[config.mk]
export PLATFORM = sky130hd
export DESIGN_NAME = rxsec_top
export DESIGN_NICKNAME = d
export VERILOG_FILES = /design/src/rtl/rxsec_pkg.sv /design/src/rtl/rxsec_top.sv
export SDC_FILE = /design/constraint.sdc
export NUM_CORES = 1
export LEC_CHECK = 0
export BUFFER_PORTS_ARGS = -buffer_cell sky130_fd_sc_hd__buf_2
export CAP_MARGIN = 20
export CORE_MARGIN = 4
export CORE_UTILIZATION = 60
export CTS_CLUSTER_DIAMETER = 100
export DETAILED_ROUTE_END_ITERATION = 12
export HOLD_SLACK_MARGIN = 0.1
export PLACE_DENSITY_LB_ADDON = 0.05
export SLEW_MARGIN = 30
export SYNTH_ARGS = -nofsm -noshare
export SYNTH_HDL_FRONTEND = slang
export SYNTH_SLANG_ARGS = --single-unit
[constraint.sdc]
create_clock -name CLOCK -period 2.9 [get_ports CLOCK]
set_clock_uncertainty 0.05 [all_clocks]
set_input_delay 0.29 -clock CLOCK [delete_from_list [all_inputs] [get_ports CLOCK]]
set_output_delay 0.29 -clock CLOCK [all_outputs]
set_load 0.005 [all_outputs]
[src/rtl/rxsec_pkg.sv]
// Package for the receive signaling and error counter register group
package rxsec_pkg;
  // Register indices; each register is one aligned word, byte address = 4*index
  localparam logic [7:0] IDX_MW_CH1_8 = 8'h3c;
  localparam logic [7:0] IDX_MW_CH9_16 = 8'h3d;
  localparam logic [7:0] IDX_MW_CH17_24 = 8'h3e;
  localparam logic [7:0] IDX_SIG_FIRST = 8'h40;
  localparam logic [7:0] IDX_SIG_LAST = 8'h4f;
  localparam logic [7:0] IDX_LINE_HI = 8'h50;
  localparam logic [7:0] IDX_LINE_LO = 8'h51;
  localparam logic [7:0] IDX_PATH_HI = 8'h52;
  localparam logic [7:0] IDX_PATH_LO = 8'h53;
  localparam logic [7:0] IDX_SYNC_HI = 8'h54;
  localparam logic [7:0] IDX_SYNC_LO = 8'h55;
  localparam logic [7:0] IDX_EBIT_HI = 8'h56;
  localparam logic [7:0] IDX_EBIT_LO = 8'h57;
  localparam logic [7:0] IDX_FEA_HI = 8'h58;
  localparam logic [7:0] IDX_FEA_LO = 8'h59;
  localparam logic [7:0] IDX_MODE = 8'h5f;
  localparam int ADDR_LSB = 2;
  localparam logic [15:0] CNT_RESET = 16'h0000;
  localparam logic [15:0] CNT_MAX = 16'hffff;
  localparam logic [7:0] BYTE_RESET = 8'h00;
  // Mu-law digital milliwatt sequence, eight bytes repeating
  localparam logic [63:0] MILLIWATT_SEQ = 64'h1e0b0b1e9e8b8b9e;
  localparam int T1_CHANNELS = 24;
  localparam int E1_CHANNELS = 30;

  typedef struct packed {
    logic t1_d4;
    logic e1;
  } rxsec_mode_t;

  typedef struct packed {
    logic [4:0] chan;
    logic [3:0] abcd;
    logic valid;
  } rxsec_sig_t;

  typedef struct packed {
    logic line_viol;
    logic path_viol;
    logic sync_loss;
    logic ebit_err;
    logic far_end_a;
  } rxsec_evt_t;
endpackage

[src/rtl/rxsec_top.sv]
// Receive signaling registers, milliwatt substitution and 16-bit error counters
// Notes on behaviour
// A set milliwatt enable bit replaces that T1 channel's receive data with milliwatt code.
// Sixteen signaling byte registers sit at per-port offsets 0x40 to 0x4f.
// T1: reg k holds channel k and k+12; E1: reg1 upper zero, others 1-15/16-30.
// ESF reports A-D; D4 copies A and B into the C and D positions.
// Host reads signaling every 1.5 ms in D4 and every 3 ms in ESF.
// Signaling registers freeze while out of frame, holding the last good values.
// Line code violation count, 16 bits, hi at 0x50, lo at 0x51, reset zero.
// Path code violation count, 16 bits, hi at 0x52, lo at 0x53, reset zero.
// Frames out of sync count, 16 bits, hi at 0x54, lo at 0x55, reset zero.
// E-bit error count in E1 mode only, hi at 0x56, lo at 0x57.
// Far-end count A upper byte sits at 0x58.
// Far-end count A lower byte sits at 0x59.
// Counters saturate; reading hi snapshots lo so the pair never tears.
//
// Our own choice: register access over APB.
`timescale 1ns/1ps
module rxsec_top #(
  parameter int CNT_W = 16
) (
  input wire logic CLOCK,
  input wire logic ARST_N,
  input wire logic PSEL,
  input wire logic PENABLE,
  input wire logic PWRITE,
  input wire logic [11:0] PADDR,
  input wire logic [31:0] PWDATA,
  output logic [31:0] PRDATA,
  output logic PREADY,
  output logic PSLVERR,
  input wire rxsec_pkg::rxsec_sig_t SIG_IN,
  input wire logic OUT_OF_FRAME,
  input wire rxsec_pkg::rxsec_evt_t EVT_IN,
  input wire logic [4:0] RX_CHAN,
  input wire logic [7:0] RX_DATA,
  input wire logic RX_VALID,
  output logic [7:0] RX_DATA_OUT,
  output logic RX_VALID_OUT,
  output rxsec_pkg::rxsec_mode_t MODE
);

  typedef logic [CNT_W-1:0] rxsec_cnt_t;

  typedef struct packed {
    logic [23:0] mw_en;
    rxsec_pkg::rxsec_mode_t mode;
    logic [15:0][7:0] sig;
    rxsec_cnt_t line_cnt;
    rxsec_cnt_t path_cnt;
    rxsec_cnt_t sync_cnt;
    rxsec_cnt_t ebit_cnt;
    rxsec_cnt_t fea_cnt;
    logic [7:0] lo_snap;
    logic [2:0] mw_phase;
    logic [7:0] rx_data;
    logic rx_valid;
    logic [31:0] prdata;
    logic pready;
    logic pslverr;
  } rxsec_state_t;

  rxsec_state_t st;
  rxsec_state_t next_st;

  localparam rxsec_cnt_t SAT = rxsec_cnt_t'(rxsec_pkg::CNT_MAX);

  // Saturating increment keeps a stuck error source from wrapping to a small count
  function automatic rxsec_cnt_t sat_inc(input rxsec_cnt_t c, input logic ev);
    sat_inc = (ev && c != rxsec_cnt_t'(rxsec_pkg::CNT_MAX)) ? c + rxsec_cnt_t'(1) : c;
  endfunction

  function automatic logic [7:0] hi_byte(input rxsec_cnt_t c);
    hi_byte = c[CNT_W-1:CNT_W-8];
  endfunction

  function automatic logic [7:0] lo_byte(input rxsec_cnt_t c);
    lo_byte = c[7:0];
  endfunction

  logic [7:0] idx;
  logic access_cyc;
  logic [3:0] abcd;
  logic [3:0] reg_sel;
  logic upper;
  logic [7:0] rd;
  logic rd_ok;

  assign idx = PADDR[rxsec_pkg::ADDR_LSB+7:rxsec_pkg::ADDR_LSB];
  assign access_cyc = PSEL && PENABLE;

  always_comb begin
    next_st = st;
    abcd = SIG_IN.abcd;
    reg_sel = 4'h0;
    upper = 1'b0;
    rd = 8'h00;
    rd_ok = 1'b1;
    // D4 carries only A and B; repeat them where C and D would sit
    if (!st.mode.e1 && st.mode.t1_d4) begin
      abcd = {SIG_IN.abcd[3:2], SIG_IN.abcd[3:2]};
    end
    // Channel to register/nibble mapping
    if (st.mode.e1) begin
      if (SIG_IN.chan >= 5'd1 && SIG_IN.chan <= 5'd15) begin
        reg_sel = 4'(SIG_IN.chan);
        upper = 1'b1;
      end else begin
        reg_sel = 4'(SIG_IN.chan - 5'd15);
      end
    end else if (SIG_IN.chan <= 5'd12) begin
      reg_sel = 4'(SIG_IN.chan - 5'd1);
      upper = 1'b1;
    end else begin
      reg_sel = 4'(SIG_IN.chan - 5'd13);
    end
    // Frozen during loss of sync so software sees the last good pattern
    if (SIG_IN.valid && !OUT_OF_FRAME) begin
      if (st.mode.e1 && (SIG_IN.chan == 5'd0 || SIG_IN.chan > 5'd30)) begin
        next_st.sig = st.sig;
      end else if (!st.mode.e1 && (SIG_IN.chan == 5'd0 || SIG_IN.chan > 5'd24)) begin
        next_st.sig = st.sig;
      end else if (upper) begin
        next_st.sig[reg_sel][7:4] = abcd;
      end else begin
        next_st.sig[reg_sel][3:0] = abcd;
      end
    end
    if (st.mode.e1) begin
      next_st.sig[0][7:4] = 4'h0;
    end
    next_st.line_cnt = sat_inc(st.line_cnt, EVT_IN.line_viol);
    next_st.path_cnt = sat_inc(st.path_cnt, EVT_IN.path_viol);
    next_st.sync_cnt = sat_inc(st.sync_cnt, EVT_IN.sync_loss);
    next_st.ebit_cnt = sat_inc(st.ebit_cnt, EVT_IN.ebit_err && st.mode.e1);
    next_st.fea_cnt = sat_inc(st.fea_cnt, EVT_IN.far_end_a);
    // Milliwatt substitution; phase steps once per substituted byte
    next_st.rx_valid = RX_VALID;
    next_st.rx_data = RX_DATA;
    if (RX_VALID && !st.mode.e1 && RX_CHAN >= 5'd1 && RX_CHAN <= 5'd24) begin
      if (st.mw_en[RX_CHAN - 5'd1]) begin
        next_st.rx_data = rxsec_pkg::MILLIWATT_SEQ[{st.mw_phase, 3'b000} +: 8];
        next_st.mw_phase = st.mw_phase + 3'd1;
      end
    end
    // APB: one wait state, since ready comes from a flop to keep outputs registered
    next_st.pready = access_cyc && !st.pready;
    next_st.pslverr = 1'b0;
    if (access_cyc && !st.pready) begin
      if (idx >= rxsec_pkg::IDX_SIG_FIRST && idx <= rxsec_pkg::IDX_SIG_LAST) begin
        rd = st.sig[4'(idx - rxsec_pkg::IDX_SIG_FIRST)];
        rd_ok = !PWRITE;
      end else begin
        case (idx)
          rxsec_pkg::IDX_MW_CH1_8: rd = st.mw_en[7:0];
          rxsec_pkg::IDX_MW_CH9_16: rd = st.mw_en[15:8];
          rxsec_pkg::IDX_MW_CH17_24: rd = st.mw_en[23:16];
          rxsec_pkg::IDX_MODE: rd = {6'h00, st.mode};
          // Reading the high byte freezes the low byte for the following read
          rxsec_pkg::IDX_LINE_HI: begin
            rd = hi_byte(st.line_cnt);
            next_st.lo_snap = lo_byte(st.line_cnt);
          end
          rxsec_pkg::IDX_LINE_LO: rd = st.lo_snap;
          rxsec_pkg::IDX_PATH_HI: begin
            rd = hi_byte(st.path_cnt);
            next_st.lo_snap = lo_byte(st.path_cnt);
          end
          rxsec_pkg::IDX_PATH_LO: rd = st.lo_snap;
          rxsec_pkg::IDX_SYNC_HI: begin
            rd = hi_byte(st.sync_cnt);
            next_st.lo_snap = lo_byte(st.sync_cnt);
          end
          rxsec_pkg::IDX_SYNC_LO: rd = st.lo_snap;
          rxsec_pkg::IDX_EBIT_HI: begin
            rd = hi_byte(st.ebit_cnt);
            next_st.lo_snap = lo_byte(st.ebit_cnt);
          end
          rxsec_pkg::IDX_EBIT_LO: rd = st.lo_snap;
          rxsec_pkg::IDX_FEA_HI: begin
            rd = hi_byte(st.fea_cnt);
            next_st.lo_snap = lo_byte(st.fea_cnt);
          end
          rxsec_pkg::IDX_FEA_LO: rd = st.lo_snap;
          default: rd_ok = 1'b0;
        endcase
        if (PWRITE) begin
          case (idx)
            rxsec_pkg::IDX_MW_CH1_8: next_st.mw_en[7:0] = PWDATA[7:0];
            rxsec_pkg::IDX_MW_CH9_16: next_st.mw_en[15:8] = PWDATA[7:0];
            rxsec_pkg::IDX_MW_CH17_24: next_st.mw_en[23:16] = PWDATA[7:0];
            rxsec_pkg::IDX_MODE: next_st.mode = rxsec_pkg::rxsec_mode_t'(PWDATA[1:0]);
            default: rd_ok = 1'b0;
          endcase
          next_st.lo_snap = st.lo_snap;
        end
      end
      next_st.prdata = PWRITE ? 32'h0000_0000 : {24'h000000, rd};
      next_st.pslverr = !rd_ok;
    end
  end

  always_ff @(posedge CLOCK or negedge ARST_N) begin
    if (!ARST_N) begin
      st <= '0;
    end else begin
      st <= next_st;
    end
  end

  assign PRDATA = st.prdata;
  assign PREADY = st.pready;
  assign PSLVERR = st.pslverr;
  assign RX_DATA_OUT = st.rx_data;
  assign RX_VALID_OUT = st.rx_valid;
  assign MODE = st.mode;
endmodule

==> metrics.txt <==
status=completed; hold slack=0.122 ns; Slowest-stage cell, CP=dfrtp_1; slowest cell delay on critical path=0.52 ns; DR pass1 iterations=6; initial antenna violation count=1; final hold viol count=0; Max IR drop VDD=0.453 mV; CP Depth=6; HP Start=EVT_IN[0]; fin area=0.0160 sq mm; FFs w/ async S/R, synth=100%; setup_tns=0 ns; Slew Viols, Final=0; top-count cell post-synth=dfrtp_1; NumNets Final=1,383; Worst Tran Pin Value=0.711 ns; via count=9,870; startpoint types=flip-flop; Rel. slew slack=52.0%; Final Non-Filler Cells=1,616; Critical Path End Type=flip-flop; WL per Instance=21.0 microns; drt initial violations=855; H-tree depth=1; total die area=0.0258 sq mm; global-route wire length before repair=54.8 mm; Final Core Density=70.0%; Mapped Cells=1,174; Die Span X=161 microns; Crit. Startpoint=MODE[0]; Cell Area, Placed=0.0149 sq mm; post-synthesis sequential area ratio=47.3%; Synth top area share=47.3%; placed cell count=1,552; HPWL Detailed=24.3 mm; fin crit period=2.58 ns; worst r2r src=MODE[0]; ANT cells=0; Cell Area, Synth=0.0140 sq mm; area growth from synthesis to layout=14.2%; Hold Path Stages=4; vias in the first global route=9,947; flops & latches, synth=264; clock slew at reported path FFs=0.06 ns; crit path cell chain=a21boi_0 > o22ai_1 > a31oi_1 > nand3_1 > nor2_1 > mux2_2; GRT overflow=0; Max FO, Critical Path=9; Post-synth EDFFs=0; Die Height=161 microns; DR vias/cell=6.11; Clock Root Buffer=clkbuf_16; Top Family by Delay on Critical Path=simple AND/OR/NAND/NOR gates; PD cells=631 mW/mm^2; Arr. time, crit path=2.96 ns; DRT Wirelength=33.9 mm; Synth area leader=dfrtp_1; Placer Congestion=0.951; Ports=124; worst path required time=3.28 ns; crit share post-route=88.9%; main area contributors after synthesis=dfrtp_1 47%, mux2_2 13%, mux4_2 6.3%, xnor2_1 3.3%, buf_4 2.4%; Clock Tree Buf Depth=3; Mapped Avg Cell Area=11.9 sq um; largest net degree at the start of global routing=87; number of CTS-inserted buffers=28; WS Path Type=flip-flop to flip-flop; Post-synth top flop=dfrtp_1; synth cell count leaders=264 x dfrtp_1, 164 x mux2_2, 71 x nand2_1, 53 x nand3_1, 52 x xnor2_1; RSZ-0062 raised after global routing=no; CTS tree=built; post-route ant nets=0; Pleak=7.26 nW; Max Freq=388 MHz; residual DRC count=0; # rows=55; clk_lat worst skew=0.54 ns; total track usage=26.4%; Final setup viols=0; Yosys warning count=0; unique cell type count in the Yosys netlist=82; Max-Cap Viols=0; core box area=0.0228 sq mm; port bufs=71; CTS sink cnt=264; Initial Util=61.3%; r2r worst-path depth=6; layout cells sized above 1=32.1%; Tightest Hold Check Type=input pin to flip-flop; worst path bufs/invs=0
per-layer routing:
| layer | vias to the layer above | part of all wire [%] | global-route usage (%) |
|---|---|---|---|
| met1 | 4985 | 47 | 40.6 |
| met3 | 52 | 8.0 | 6.49 |
| li1 | 4513 | - | - |
| met5 | - | 0.038 | 0 |
| met4 | 2 | 1.8 | 5.20 |
| met2 | 318 | 43 | 38.7 |
through the flow:
stage / setup slack [ns] / power (mW)
6_report: 0.323 / 10.1
2_1_floorplan: -0.0440 / 5.97
3_3_place_gp: 0.0315 / 6.53
5_1_grt: 0.138 / 10.5
4_1_cts: 0.375 / 10.1
3_5_place_dp: -0.0127 / 6.61
power by group:
part | internal [mW] | switching [mW] | total [mW]
clock network | 2.07 | 1.41 | 3.49
logic | 0.963 | 0.829 | 1.79
registers | 4.28 | 0.502 | 4.79
timing repair:
action | in CTS | in global routing
hold buffers | 21 | 0
gates resized for setup | 0 | 0
buffers inserted | 0 | 0
hold endpoints to repair | 121 | 0
endpoints found under the setup margin | 0 | 0
sequential cells by signal, indices dropped and copies added (netlist names):
signal        flops
PSLVERR           1
PRDATA            8
RX_DATA_OUT       8
RX_VALID_OUT      1
st              243
PREADY            1
MODE              2
tightest hold or removal path, stage by stage:
cell	delay [ns]
buf_2	0.11
inv_1	0.05
a41oi_1	0.08
xor2_1	0.13
area by class of cell:
class                      instances  area, sq um
tap                              313          392
inverter                          21         78.8
sequential                       264         6610
clock buffer                      36          751
timing repair buffer             163         1170
clock inverter                     7          128
fill                            1661         6820
multi-input combinational        812         6830
layout by cell type (no fill, tap or decap), drive strengths merged, types with 18 or more instances in the layout:
master	count
a21oi	22
a22oi	25
and3	20
buf	142
clkbuf	36
conb	24
dfrtp	264
dlygate4sd3	21
inv	21
mux2	165
mux2i	18
mux4	41
nand2	72
nand3	60
nand4	24
nor2	50
nor3	25
o21ai	29
xnor2	52
xor2	24
cells by family after synthesis:
logic type	after synthesis	share of synthesized area, %
adder cells (fa/ha/maj)	14	1.25
multiplexers	224	21.2
flip-flops	264	47.3
buffers and inverters	121	4.57
XOR/XNOR	76	4.76
AO/OA/AOI/OAI	168	8.80
other	1	0.0268
AND/OR/NAND/NOR	306	12.1
worst paths after layout:
check | slack (ns) | endpoint
setup / recovery | 0.32 | st[172]
hold / removal | 0.12 | st[54]
setup reg to reg | 0.32 | st[172]
hold reg to reg | 0.42 | RX_DATA_OUT[7]
max in group asynchronous | 1.50 | st[205]
min in group asynchronous | 0.32 | RX_DATA_OUT[2]
(Power assumes the default switching activity.)
